<file path="config.mk">
export PLATFORM = sky130hd
export DESIGN_NAME = data_memory_table_access
export DESIGN_NICKNAME = d
export VERILOG_FILES = /design/src/common/dmem_pkg.sv /design/src/rtl/addr_resolve.sv /design/src/rtl/table_addr_gen.sv /design/src/rtl/data_memory_table_access.sv
export SDC_FILE = /design/constraint.sdc
export NUM_CORES = 2
export LEC_CHECK = 0
export BUFFER_PORTS_ARGS = -buffer_cell sky130_fd_sc_hd__buf_2
export CORE_AREA = 2 2 212 370
export DETAILED_ROUTE_END_ITERATION = 10
export DIE_AREA = 0 0 214 372
export PLACE_DENSITY = 0.74
export SLEW_MARGIN = 20
export SYNTH_ARGS = -nofsm -noshare
export SYNTH_HDL_FRONTEND = slang
export SYNTH_SLANG_ARGS = --single-unit
</file>
<file path="constraint.sdc">
create_clock -name mclk_i -period 7 [get_ports mclk_i]
set_input_delay 0.7 -clock mclk_i [delete_from_list [all_inputs] [get_ports mclk_i]]
set_output_delay 0.7 -clock mclk_i [all_outputs]
set_load 0.02 [all_outputs]
</file>
<file path="src/common/dmem_pkg.sv">
// Constants, address map and types shared by the data memory and table read logic.
// Assumes one core clock; the instruction sequencer drives all requests on that clock.
package dmem_pkg;

	// Widths
	localparam int DATA_W   = 8;
	localparam int PADDR_W  = 11;
	localparam int PWORD_W  = 15;
	localparam int HIGH_W   = PWORD_W - DATA_W;
	localparam int PAGE_W   = 3;
	localparam int GP_IDX_W = 7;
	localparam int GP_DEPTH = 96;

	// Data memory map
	localparam logic [7:0] ADDR_IND       = 8'h00;
	localparam logic [7:0] ADDR_PTR       = 8'h01;
	localparam logic [7:0] ADDR_ACC       = 8'h05;
	localparam logic [7:0] ADDR_TBL_LOW   = 8'h07;
	localparam logic [7:0] ADDR_TBL_HIGH  = 8'h08;
	localparam logic [7:0] ADDR_TBL_UPPER = 8'h1F;
	localparam logic [7:0] GP_BASE        = 8'h20;
	localparam logic [7:0] GP_LAST        = 8'h7F;

	// Values
	localparam logic [7:0] ZERO_BYTE  = 8'h00;
	localparam logic [7:0] RESET_BYTE = 8'h00;

	// Program memory last page base
	localparam logic [PADDR_W-1:0] LAST_PAGE_BASE = 11'h700;

	typedef enum logic [0:0] {
		TBL_IDLE  = 1'b0,
		TBL_FETCH = 1'b1
	} tbl_state_t;

	typedef enum logic [0:0] {
		SRC_ACC = 1'b0,
		SRC_ALU = 1'b1
	} wr_src_t;

	typedef enum logic [1:0] {
		BOP_NONE = 2'b00,
		BOP_SET  = 2'b01,
		BOP_CLR  = 2'b10
	} bit_op_t;

endpackage

</file>
<file path="src/rtl/addr_resolve.sv">
// Turns a data memory address into the location really accessed.
// Assumes the pointer value comes from the register file on the same clock.
`timescale 1ns/1ns
module addr_resolve
	import dmem_pkg::*;
(
	input  wire logic [7:0] addr_i,
	input  wire logic [7:0] ptr_i,
	output logic      [7:0] eff_o,
	output logic            null_o
);

	// The indirect port has no storage; its accesses go through the pointer
	assign eff_o  = (addr_i == ADDR_IND) ? ptr_i : addr_i;
	// Pointer aimed back at the port: reads give zero, writes are dropped
	assign null_o = (eff_o == ADDR_IND);

endmodule

</file>
<file path="src/rtl/table_addr_gen.sv">
// Builds the program memory address of a table read from the table pointers.
// Assumes pc_page_i holds the page bits of the instruction being executed.
`timescale 1ns/1ns
module table_addr_gen
	import dmem_pkg::*;
(
	input  wire logic               last_page_i,
	input  wire logic               upper_en_i,
	input  wire logic [PAGE_W-1:0]  pc_page_i,
	input  wire logic [PAGE_W-1:0]  upper_i,
	input  wire logic [7:0]         ptr_low_i,
	output logic      [PADDR_W-1:0] addr_o
);

	logic [PAGE_W-1:0] page;

	// Upper pointer replaces the running page only when the option is on
	assign page = upper_en_i ? upper_i : pc_page_i;

	// Low pointer is an offset from the chosen page base
	assign addr_o = last_page_i ? (LAST_PAGE_BASE + {{PAGE_W{1'b0}}, ptr_low_i})
		: {page, ptr_low_i};

endmodule

</file>
<file path="src/rtl/data_memory_table_access.sv">
// Data memory, accumulator, indirect port and program memory table read path.
// Assumes the sequencer issues at most one write and one read per cycle, and
// an asynchronous-read program memory answering prog_addr_o in the same cycle.
//
// Summary of operation
// - Last-page read fetches 700H plus table pointer
// - Current-page read offsets pointer from executing page
// - Low byte to target, upper bits to high-byte register
// - High-byte register ignores program writes
// - Every table read takes two cycles
// - Eight-bit memory from 00H, special registers lowest
// - Special and general areas form one contiguous range
// - Unused special locations read back 00H
// - Bit set/clear works on every writable location
// - Read-only special registers ignore program writes
// - General locations are readable and writable
// - Address 00H has no storage, indirect port
// - Port accesses go to pointer-addressed location
// - Port via pointer reads 00H, write ignored
// - Pointer is an ordinary writable register
// - Accumulator takes ALU intermediate results
// - Register to register moves go through accumulator
// - Upper pointer bits 2:0 supply page when enabled
`timescale 1ns/1ns
module data_memory_table_access
	import dmem_pkg::*;
(
	input  wire logic               mclk_i,
	input  wire logic               rst_i,
	input  wire logic               rd_en_i,
	input  wire logic [7:0]         rd_addr_i,
	output logic      [7:0]         rd_data_o,
	input  wire logic               wr_en_i,
	input  wire logic [7:0]         wr_addr_i,
	input  wire logic               wr_src_i,
	input  wire logic [1:0]         bit_op_i,
	input  wire logic [2:0]         bit_sel_i,
	input  wire logic [7:0]         alu_data_i,
	input  wire logic               acc_load_i,
	output logic      [7:0]         acc_o,
	input  wire logic               tbl_req_i,
	input  wire logic               tbl_last_page_i,
	input  wire logic [7:0]         tbl_dest_i,
	input  wire logic [PADDR_W-1:0] pc_i,
	input  wire logic               upper_en_i,
	output logic                    tbl_busy_o,
	output logic                    tbl_done_o,
	output logic      [PADDR_W-1:0] prog_addr_o,
	input  wire logic [PWORD_W-1:0] prog_data_i
);

	tbl_state_t         state_q;
	logic [7:0]         ptr_q;
	logic [7:0]         acc_q;
	logic [7:0]         tbl_low_q;
	logic [7:0]         tbl_high_q;
	logic [7:0]         tbl_upper_q;
	logic [7:0]         mem_q [GP_DEPTH];
	logic [7:0]         tdest_q;
	logic               tdest_null_q;
	logic [7:0]         rd_data_q;
	logic               done_q;
	logic [PADDR_W-1:0] paddr_q;
	logic [PADDR_W-1:0] paddr_d;
	logic [7:0]         rd_eff;
	logic               rd_null;
	logic [7:0]         wr_eff;
	logic               wr_null;
	logic [7:0]         td_eff;
	logic               td_null;
	logic               tbl_take;
	logic               seq_wr;
	logic [7:0]         seq_data;
	logic [7:0]         cur_val;
	logic [7:0]         w_addr;
	logic [7:0]         w_data;
	logic               w_do;

	// True for the general purpose window
	function automatic logic in_gp(input logic [7:0] a);
		in_gp = (a >= GP_BASE) && (a <= GP_LAST);
	endfunction

	// Read multiplexer over every location; holes read as zero
	function automatic logic [7:0] read_loc(input logic [7:0] a);
		logic [7:0] idx;
		idx = a - GP_BASE;
		case (a)
			ADDR_PTR:  read_loc = ptr_q;
			ADDR_ACC:  read_loc = acc_q;
			ADDR_TBL_LOW:   read_loc = tbl_low_q;
			ADDR_TBL_HIGH:  read_loc = tbl_high_q;
			ADDR_TBL_UPPER: read_loc = tbl_upper_q;
			default:   read_loc = in_gp(a) ? mem_q[idx[GP_IDX_W-1:0]] : ZERO_BYTE;
		endcase
	endfunction

	// Three independent resolvers: read, sequencer write, table target
	addr_resolve u_rd_res (
		.addr_i (rd_addr_i),
		.ptr_i  (ptr_q),
		.eff_o  (rd_eff),
		.null_o (rd_null)
	);

	addr_resolve u_wr_res (
		.addr_i (wr_addr_i),
		.ptr_i  (ptr_q),
		.eff_o  (wr_eff),
		.null_o (wr_null)
	);

	addr_resolve u_td_res (
		.addr_i (tbl_dest_i),
		.ptr_i  (ptr_q),
		.eff_o  (td_eff),
		.null_o (td_null)
	);

	table_addr_gen u_tag (
		.last_page_i (tbl_last_page_i),
		.upper_en_i  (upper_en_i),
		.pc_page_i   (pc_i[PADDR_W-1:DATA_W]),
		.upper_i     (tbl_upper_q[PAGE_W-1:0]),
		.ptr_low_i   (tbl_low_q),
		.addr_o      (paddr_d)
	);

	// Sequencer writes are dropped while a table read owns the write port
	assign tbl_take = tbl_req_i && (state_q == TBL_IDLE);
	assign seq_wr   = wr_en_i && (state_q == TBL_IDLE);

	// Bit ops read the target here; a process, so that RAM and register
	// updates retrigger the lookup and not only address changes
	always_comb
	begin
		cur_val = read_loc(wr_eff);
	end

	// Stored data comes from the accumulator, the ALU or a bit op on the target itself, never another location
	always_comb
	begin
		seq_data = (wr_src_i == SRC_ALU) ? alu_data_i : acc_q;
		case (bit_op_i)
			BOP_SET: seq_data = cur_val | (8'h01 << bit_sel_i);
			BOP_CLR: seq_data = cur_val & ~(8'h01 << bit_sel_i);
			default: seq_data = (wr_src_i == SRC_ALU) ? alu_data_i : acc_q;
		endcase
	end

	// Single write port: table load in its second cycle, else the sequencer
	always_comb
	begin
		if (state_q == TBL_FETCH)
		begin
			w_addr = tdest_q;
			w_data = prog_data_i[DATA_W-1:0];
			w_do   = !tdest_null_q;
		end
		else
		begin
			w_addr = wr_eff;
			w_data = seq_data;
			w_do   = seq_wr && !wr_null;
		end
	end

	// Table read sequencer: request cycle, then fetch-and-load cycle
	always_ff @(posedge mclk_i)
	begin
		if (rst_i)
			state_q <= TBL_IDLE;
		else
			case (state_q)
				TBL_IDLE:  state_q <= tbl_take ? TBL_FETCH : TBL_IDLE;
				TBL_FETCH: state_q <= TBL_IDLE;
				default:   state_q <= TBL_IDLE;
			endcase
	end

	// Capture program address and resolved target when a read starts
	always_ff @(posedge mclk_i)
	begin
		if (rst_i)
		begin
			paddr_q      <= LAST_PAGE_BASE;
			tdest_q      <= RESET_BYTE;
			tdest_null_q <= 1'b0;
		end
		else if (tbl_take)
		begin
			paddr_q      <= paddr_d;
			tdest_q      <= td_eff;
			tdest_null_q <= td_null;
		end
	end

	// Completion pulse in the cycle after the load
	always_ff @(posedge mclk_i)
	begin
		if (rst_i)
			done_q <= 1'b0;
		else
			done_q <= (state_q == TBL_FETCH);
	end

	// High byte only loads from a table word; program writes never reach it
	always_ff @(posedge mclk_i)
	begin
		if (rst_i)
			tbl_high_q <= RESET_BYTE;
		else if (state_q == TBL_FETCH)
			tbl_high_q <= {1'b0, prog_data_i[PWORD_W-1:DATA_W]};
	end

	// Memory pointer: full eight bits so it reaches the special area too
	always_ff @(posedge mclk_i)
	begin
		if (rst_i)
			ptr_q <= RESET_BYTE;
		else if (w_do && (w_addr == ADDR_PTR))
			ptr_q <= w_data;
	end

	// Table pointers are plain registers
	always_ff @(posedge mclk_i)
	begin
		if (rst_i)
		begin
			tbl_low_q   <= RESET_BYTE;
			tbl_upper_q <= RESET_BYTE;
		end
		else
		begin
			if (w_do && (w_addr == ADDR_TBL_LOW))
				tbl_low_q <= w_data;
			if (w_do && (w_addr == ADDR_TBL_UPPER))
				tbl_upper_q <= w_data;
		end
	end

	// Accumulator: ALU load wins over a memory-mapped write in the same cycle
	always_ff @(posedge mclk_i)
	begin
		if (rst_i)
			acc_q <= RESET_BYTE;
		else if (acc_load_i)
			acc_q <= alu_data_i;
		else if (w_do && (w_addr == ADDR_ACC))
			acc_q <= w_data;
	end

	// General purpose RAM; no reset, contents undefined until written
	always_ff @(posedge mclk_i)
	begin
		if (w_do && in_gp(w_addr))
			mem_q[GP_IDX_W'(w_addr - GP_BASE)] <= w_data;
	end

	// Registered read port
	always_ff @(posedge mclk_i)
	begin
		if (rst_i)
			rd_data_q <= ZERO_BYTE;
		else if (rd_en_i)
			rd_data_q <= rd_null ? ZERO_BYTE : read_loc(rd_eff);
	end

	assign rd_data_o   = rd_data_q;
	assign acc_o       = acc_q;
	assign prog_addr_o = paddr_q;
	assign tbl_busy_o  = (state_q == TBL_FETCH);
	assign tbl_done_o  = done_q;

	// Checks on the table path and the data map
	tbl_two_cycle_a: assert property (@(posedge mclk_i) disable iff (rst_i)
		tbl_req_i && !tbl_busy_o |=> tbl_busy_o ##1 (!tbl_busy_o && tbl_done_o))
		else $error("table read did not finish in two cycles");

	last_page_addr_a: assert property (@(posedge mclk_i) disable iff (rst_i)
		tbl_take && tbl_last_page_i |=>
		prog_addr_o == (LAST_PAGE_BASE + {{PAGE_W{1'b0}}, $past(tbl_low_q)}))
		else $error("last page table address wrong");

	cur_page_addr_a: assert property (@(posedge mclk_i) disable iff (rst_i)
		tbl_take && !tbl_last_page_i && !upper_en_i |=>
		prog_addr_o == {$past(pc_i[PADDR_W-1:DATA_W]), $past(tbl_low_q)})
		else $error("current page table address wrong");

	upper_page_addr_a: assert property (@(posedge mclk_i) disable iff (rst_i)
		tbl_take && !tbl_last_page_i && upper_en_i |=>
		prog_addr_o == {$past(tbl_upper_q[PAGE_W-1:0]), $past(tbl_low_q)})
		else $error("upper pointer page not used");

	high_byte_load_a: assert property (@(posedge mclk_i) disable iff (rst_i)
		state_q == TBL_FETCH |=> tbl_high_q == {1'b0, $past(prog_data_i[PWORD_W-1:DATA_W])})
		else $error("high byte not loaded from table word");

	high_byte_ro_a: assert property (@(posedge mclk_i) disable iff (rst_i)
		seq_wr && (wr_eff == ADDR_TBL_HIGH) |=> $stable(tbl_high_q))
		else $error("high byte register changed by a write");

	null_read_zero_a: assert property (@(posedge mclk_i) disable iff (rst_i)
		rd_en_i && rd_null |=> rd_data_o == ZERO_BYTE)
		else $error("indirect self read not zero");

	hole_read_zero_a: assert property (@(posedge mclk_i) disable iff (rst_i)
		rd_en_i && !in_gp(rd_eff) && (rd_eff != ADDR_PTR)
		&& (rd_eff != ADDR_ACC) && (rd_eff != ADDR_TBL_LOW) && (rd_eff != ADDR_TBL_HIGH)
		&& (rd_eff != ADDR_TBL_UPPER) |=> rd_data_o == ZERO_BYTE)
		else $error("unused location not read as zero");

	acc_load_a: assert property (@(posedge mclk_i) disable iff (rst_i)
		acc_load_i |=> acc_o == $past(alu_data_i))
		else $error("accumulator missed ALU result");

	ptr_write_a: assert property (@(posedge mclk_i) disable iff (rst_i)
		seq_wr && !wr_null && (wr_eff == ADDR_PTR) && (bit_op_i == BOP_NONE)
		&& (wr_src_i == SRC_ALU) |=> ptr_q == $past(alu_data_i))
		else $error("pointer write lost");

	last_page_c: cover property (@(posedge mclk_i) disable iff (rst_i)
		tbl_take && tbl_last_page_i ##2 tbl_done_o);
	indirect_wr_c: cover property (@(posedge mclk_i) disable iff (rst_i)
		seq_wr && (wr_addr_i == ADDR_IND) && in_gp(wr_eff));
	null_rd_c: cover property (@(posedge mclk_i) disable iff (rst_i)
		rd_en_i && rd_null);

endmodule

</file>
# Word level (Yosys, flattened, before mapping)
# Memories as Yosys holds them, arrays and structs flattened.
# Cells that the tools add are included.
[op_classes]
magnitude_cmp = 6
reduce_logical = 20
n_shift = 1
add_sub_neg = 4
eq_ne = 16
bitwise_logic = 4
muxes = 21
[ops]
columns = ["op", "count"]
rows = [
  ["$mux 8", 11],
  ["$pmux 8 s5", 2],
  ["$eq 8x3->1 const B", 6],
  ["$logic_not 8->1", 6],
  ["$eq 8x1->1 const B", 3],
  ["$eq 8x5->1 const B", 3],
  ["$ge 8x6->1 const B", 3],
  ["$le 8x7->1 const B", 3],
  ["$sub 7x6->7 const B", 3],
  ["$eq 8x4->1 const B", 2],
  ["$pmux 8 s2", 1],
  ["$logic_and 1x1->1", 11],
  ["$mux 11", 1],
  ["$add 9x9->10 const A", 1],
  ["$and 8x8->8", 1],
  ["$not 8->8", 1],
  ["$or 8x8->8", 1],
  ["$shl 1x3->8 const A", 1],
  ["$mux 1", 4],
  ["$mux 3", 1],
  ["$eq 2x1->1 const B", 1],
  ["$eq 2x2->1 const B", 1],
  ["$logic_not 1->1", 2],
  ["$pmux 1 s2", 1],
  ["2 further kinds", 2],
]
[word_totals]
wordCells = 84
output_inout_bits = 29
n_memories = 1
inputBits = 72
regBits = 69
ramBits = 768
[mem_list]
columns = ["name", "depth", "word_bits", "read_ports", "rd_clocked_by_memory_dff", "wr", "line_no", "rtl"]
rows = [
  ["mem_q", 96, 8, 2, 0, 1, "data_memory_table_access.sv:58", "logic [7:0] mem_q [GP_DEPTH];"],
]

# Logic depth before layout (Yosys ltp)
[depth]
ltp_word = 11
depth_mapped = 15
ltp_nobuf = 10

# By module
# From an unflattened synthesis, not the netlist that was laid out.
[unflattened]
cells_unflattened = 2435
area_unflattened_um2 = 40767.8
[modules_own_cells]
columns = ["mod", "seq_area_each_um2", "instances", "cells_per_inst", "area_per_inst_um2"]
rows = [
  ["data_memory_table_access", 24443.4, 1, 2346, 40089.7],
  ["addr_resolve", 0.0, 3, 25, 190.2],
  ["table_addr_gen", 0.0, 1, 14, 107.6],
]

# Least setup slack after synthesis
# OpenSTA, ideal clock, no wires.
[synth_path]
path_kind = "input to register"
start = "input wr_addr_i[0]"
end = "memory mem_q[0][3] (data pin)"
arrival_time_ps = 6050
setup_slack_ps = 172
required_ps = 6221
path_buffers = 6
setup_time_ps = 779
path_stages = 14
cell_sequence = "clkbuf_1 -> nor4b_2 -> a21o_1 -> buf_2 -> buf_2 -> buf_2 -> buf_2 -> clkbuf_1 -> nand2_1 -> nand3_1 -> a21oi_1 -> a311oi_1 -> nor3_1 -> a31oi_1"
[synth_between]
elab_chain_len = 9
elab_cells_between_ends = 18
cone_classes = "add/sub: 1; order compare: 2; eq/ne: 5; mux: 5; bitwise: 2; reduce/logical: 2; memory: 1"
[synth_lines]
columns = ["element", "line_no", "rtl"]
rows = [
  ["start, declared", "data_memory_table_access.sv:34", "input wire logic [7:0] wr_addr_i,"],
  ["$logic_not 8->1", "addr_resolve.sv:14", "assign eff_o = (addr_i == ADDR_IND) ? ptr_i : addr_i;"],
  ["$mux 8 *", "addr_resolve.sv:14", ""],
  ["$sub 7x6->7, or another cell as far along", "data_memory_table_access.sv:87", "idx = a - GP_BASE;"],
  ["$mem_v2 96x8 or $logic_and 1x1->1 (tied branches)", "-", ""],
  ["$mux 8", "data_memory_table_access.sv:94", "default: read_loc = in_gp(a) ? mem_q[idx[GP_IDX_W-1:0]] : ZERO_BYTE;"],
  ["$pmux 8 s5 *", "data_memory_table_access.sv:88", "case (a)"],
  ["$and 8x8->8 or $or 8x8->8 (tied branches)", "data_memory_table_access.sv:146, data_memory_table_access.sv:145", ""],
  ["$pmux 8 s2 *", "data_memory_table_access.sv:144", "case (bit_op_i)"],
  ["$mux 8 *", "data_memory_table_access.sv:154", "if (state_q == TBL_FETCH)"],
  ["via w_data[3]", "data_memory_table_access.sv:76", "logic [7:0] w_data;"],
  ["end, declared", "data_memory_table_access.sv:58", ""],
]
# The timed path passes the listed nets; every way through them passes the cells marked *.

# Final worst setup path
[layout_path]
start = "register ptr_q[2]"
end = "memory mem_q[79][7] (data pin)"
[layout_between]
elab_chain_len = 8
elab_cells_between_ends = 17
cone_classes = "add/sub: 1; order compare: 2; eq/ne: 5; mux: 5; bitwise: 2; reduce/logical: 1; memory: 1"
[layout_lines]
columns = ["element", "line_no", "rtl"]
rows = [
  ["start, declared", "data_memory_table_access.sv:53", "logic [7:0] ptr_q;"],
  ["start signal, assigned", "data_memory_table_access.sv:222", "ptr_q <= w_data;"],
  ["$mux 8 *", "addr_resolve.sv:14", ""],
  ["$sub 7x6->7, or another cell as far along", "data_memory_table_access.sv:87", ""],
  ["$mem_v2 96x8 or $logic_and 1x1->1 (tied branches)", "-", ""],
  ["$mux 8", "data_memory_table_access.sv:94", ""],
  ["$pmux 8 s5 *", "data_memory_table_access.sv:88", ""],
  ["$and 8x8->8 or $or 8x8->8 (tied branches)", "data_memory_table_access.sv:146, data_memory_table_access.sv:145", ""],
  ["$pmux 8 s2 *", "data_memory_table_access.sv:144", ""],
  ["$mux 8 *", "data_memory_table_access.sv:154", ""],
  ["via w_data[7]", "data_memory_table_access.sv:76", ""],
]
# Marked as above.

==> results.yml <==
synthesis:
  synth_top_area_share_pct: 55.3
  synthTopCellsByArea: "edfxtp_1, mux4_2, nand2_1, dfxtp_1, nand3_1"
  synth_flop_cell: "edfxtp_1"
  synth_seq_cells: 837
  synth.distinct_cells: 86
  ys.warnings.count: 0
  yosysSeqAreaShare_pct: 58.6
  async_reset_ff_share_pct: 0
  syn_area_sq_um: 41700
  avgSynthCellArea_sq_um: 11.9
  synth_top_area_cell: "edfxtp_1"
  synth_cells: 3513
  synth_fp_nets: 3587
  synth_edf_count: 768
route:
  met2_length_microns: 75300
  routedWlPerCell_microns: 35.7
  drt_iter0_drc: 5953
  drt_first_pass_iters: 9
  met3_wirelength_microns: 23900
  detail-route-antenna-nets: 0
  highest_layer: "met5"
  vias: 34400
  via_per_inst: 7.31
  met1_length_microns: 48400
  drt-total-wl_microns: 168000
  drc: 0
place:
  globalplace.congestion: 1.04
  dp_hpwl_microns: 110000
  port_buffers: 92
floorplanning:
  initial_core_util_pct: 54.2
  fp-row-count: 135
  die_w_microns: 214
  core_sq_um: 76900
  die-area_sq_um: 79600
  pin_count: 101
  die_h_microns: 372
layout:
  nNetsFinal: 3685
  final_layout_size_suffix_gt1_share_pct: 18.2
  fill_cells: 5901
  areaGrowthSynthToFinish_pct: 12.8
global_route:
  overflow: 0
  grt_pass1_vias: 33200
  antenna_found_initial: 15
  grt_pass1_wl_microns: 239000
  grt_usage_pct: 42.8
  grt_max_degree: 97
timing:
  max-slew-margin-rel_pct: 13.7
  clock-skew-final_ns: 0.0398
  fmax_mhz: 177
  period_share_pct: 80.8
  min_period_ns: 5.66
  rsz0062_at_grt: "false"
  setup_viol: 0
  tns_ns: 0
  final-hold-violation-count: 0
  worst_pin_slew_ns: 1.29
  slew_viol_final: 0
power_and_ir_drop:
  irDropWorstVdd_mv: 0.200
  power.leakage_nw: 16.1
  total_power_w: 0.0115
  p_per_area_nw_per_um2: 245
clocking:
  cts_buffer_depth: 3
  root_buffer: "clkbuf_16"
  cts_buffers: 73
  clock_sinks: 837
  clk_latency_ns: 0.72
  htree_levels: 3
  cts_setup_buffers: 0
  cts-resized-gates: 0
  holdBufCountCts: 0
  cts_tree: "yes"
  clkTransAtPathRegs_ns: 0.07
critical_path:
  cp-start-kind: "flip-flop"
  r2r_setup_slack_ns: 1.34
  timing.rr.start: "ptr_q[2]"
  crit_end: "mem_q[79][7]"
  path_delay_family: "compound AO/OA/AOI/OAI gates"
  rr_endpoint: "mem_q[79][7]"
  critPathArrivalTime_ns: 5.99
  critPathMaxStageDelay_ns: 0.95
  r2r.worst_path.cells: 7
  crit_type: "reg -> reg"
  worstPathCellList: "nor4b_1, a21o_4, nand3_1, nor3_2, a221oi_1, a31oi_4, o311a_4"
  cp-end-kind: "flip-flop"
  cp.depth: 7
  worstPathMaxFanout: 96
  path_buf_inv: 0
  crit_path_start: "ptr_q[2]"
  critPathSlowestCell: "o311a_4"
  required_ns: 7.34
flow_run:
  cap_violations: 0
status:
  outcome: "completed"
min_path:
  hold_class: "in -> reg"
==> cell type report <==
| type | count | area (sq um) | area share, % |
|---|---|---|---|
| flip-flops and latches | 837 | 24400 | 52.0 |
| multi-input cells | 2373 | 16400 | 34.8 |
| repair buffers | 295 | 2180 | 4.64 |
| clock buffers | 86 | 1940 | 4.13 |
| well taps | 1027 | 1280 | 2.73 |
| clock inverters | 44 | 643 | 1.37 |
| inverters | 31 | 116 | 0.248 |
| diodes | 14 | 35.0 | 0.0745 |
==> cells in the mapped netlist (all sizes together), types with 5 or more instances <==
cell and number:
a211oi 68, dfxtp 69, nand2b 11, a2111oi 11
a311o 7, or4 5, inv 30, o221ai 6
a31oi 57, a22oi 51, a32oi 9, nor3 31
o31ai 13, o22ai 26, and2 10, a221o 5
o211ai 22, buf 129, mux2i 102, a41oi 13
a221oi 16, and3 51, nor2 193, nand3 269
a311oi 45, o311ai 6, clkbuf 143, o21ai 51
o32ai 11, mux2 13, mux4 183, nor4 14
o2111ai 9, nand4 23, nand2 824, a21oi 129
a21o 9, edfxtp 768, a31o 8, nor2b 7
==> per-stage QoR <==
| stage | area [sq um] | setup slack, ns | std cells | hold WS (ns) | utilization [%] |
|---|---|---|---|---|---|
| after global placement | 44300 | 1.35 | 4560 | 0.439 | 57.6 |
| after CTS | 46900 | 1.68 | 4690 | 0.228 | 61.0 |
| after global routing | 47000 | 1.35 | 4696 | 0.239 | 61.1 |
| after detailed placement | 44300 | 1.28 | 4560 | 0.443 | 57.6 |
| final | 47000 | 1.34 | 4707 | 0.233 | 61.2 |
| after floorplan | 41700 | 0.172 | 3513 | 0.439 | - |
==> state kept, by name, summed over array words and instances, names as in the netlist <==
signal and count:
tbl_low_q 8, rd_data_o 8, mem_q 768, tbl_done_o 1, tdest_null_q 1, tbl_upper_q 8, tbl_high_q 7, tdest_q 8
ptr_q 8, acc_o 8, prog_addr_o 11, tbl_busy_o 1
==> cells in the final DEF, fill, tap and decap left out, types with 8 or more instances in the layout <==
master     synthesis  final
a2111oi_0         11     11
a211oi_1          68     65
a21oi_1          129    124
a221oi_1          13     13
a22oi_1           51     51
a311oi_1          45     42
a31oi_1           56     52
a32oi_1            9      9
a41oi_1           13      9
and2_1            10     10
and3_1            51     51
buf_12             0     16
buf_2             80     93
buf_4              3    185
bufinv_16          0     13
clkbuf_1         143      8
clkbuf_16          0     76
clkinv_1           1     11
clkinv_2           0     10
dfxtp_1           69     69
diode_2            0     14
edfxtp_1         768    768
inv_1             28     27
mux2_2            12     12
mux2i_1          102    102
mux4_2           183    183
nand2_1          824    824
nand2b_1          11     11
nand3_1          268    268
nand4_1           23     23
nor2_1           193    187
nor3_1            26     25
nor4_1            12     12
o2111ai_1          9      9
o211ai_1          22     22
o21ai_0           40     39
o21ai_1           11     12
o22ai_1           26     26
o31ai_1           13      9
o32ai_1           10     10
==> cells by family (layout without fill, tap and decap cells) <==
family / count (synthesis) / in the layout / share of synthesized area, %
xor+xnor: 1 / 1 / 0.0210
mux: 298 / 298 / 12.7
compound gates: 612 / 612 / 10.4
flops: 837 / 837 / 58.6
simple gates: 1460 / 1460 / 15.1
other cells: 0 / 14 / 0
fa+ha+maj: 2 / 2 / 0.0600
buf+inv: 303 / 456 / 3.01
==> metal layers <==
metal / vias up / global-route usage [%]
met5: - / 0
met4: 6 / 39.8
met3: 1030 / 15.9
met2: 3210 / 65.7
met1: 16500 / 45.7
li1: 13700 / -
==> power breakdown <==
group / internal (W) / leakage [nW] / switching (W)
sequential: 0.00561 / 7.50 / 0.0000220
combinational: 0.000385 / 7.35 / 0.00104
clock: 0.00250 / 1.26 / 0.00196
total: 0.00849 / 16.1 / 0.00303
==> worst min-delay path: stages <==
cell     delay (ns)
buf_2          0.07
mux2i_1        0.06
nor2_1         0.07
==> how the worst min path moves through the flow <==
stage,startpoint,end,slack [ns],depth (start not counted)
6_report,prog_data_i[8],tbl_high_q[0],0.23,3
2_1_floorplan,tdest_q[6],tdest_q[6],0.44,2
5_1_grt,prog_data_i[8],tbl_high_q[0],0.24,3
3_5_place_dp,prog_addr_o[6],prog_addr_o[6],0.44,2
3_3_place_gp,prog_addr_o[6],prog_addr_o[6],0.44,2
4_1_cts,prog_data_i[8],tbl_high_q[0],0.23,3
(Power assumes the default switching activity.)
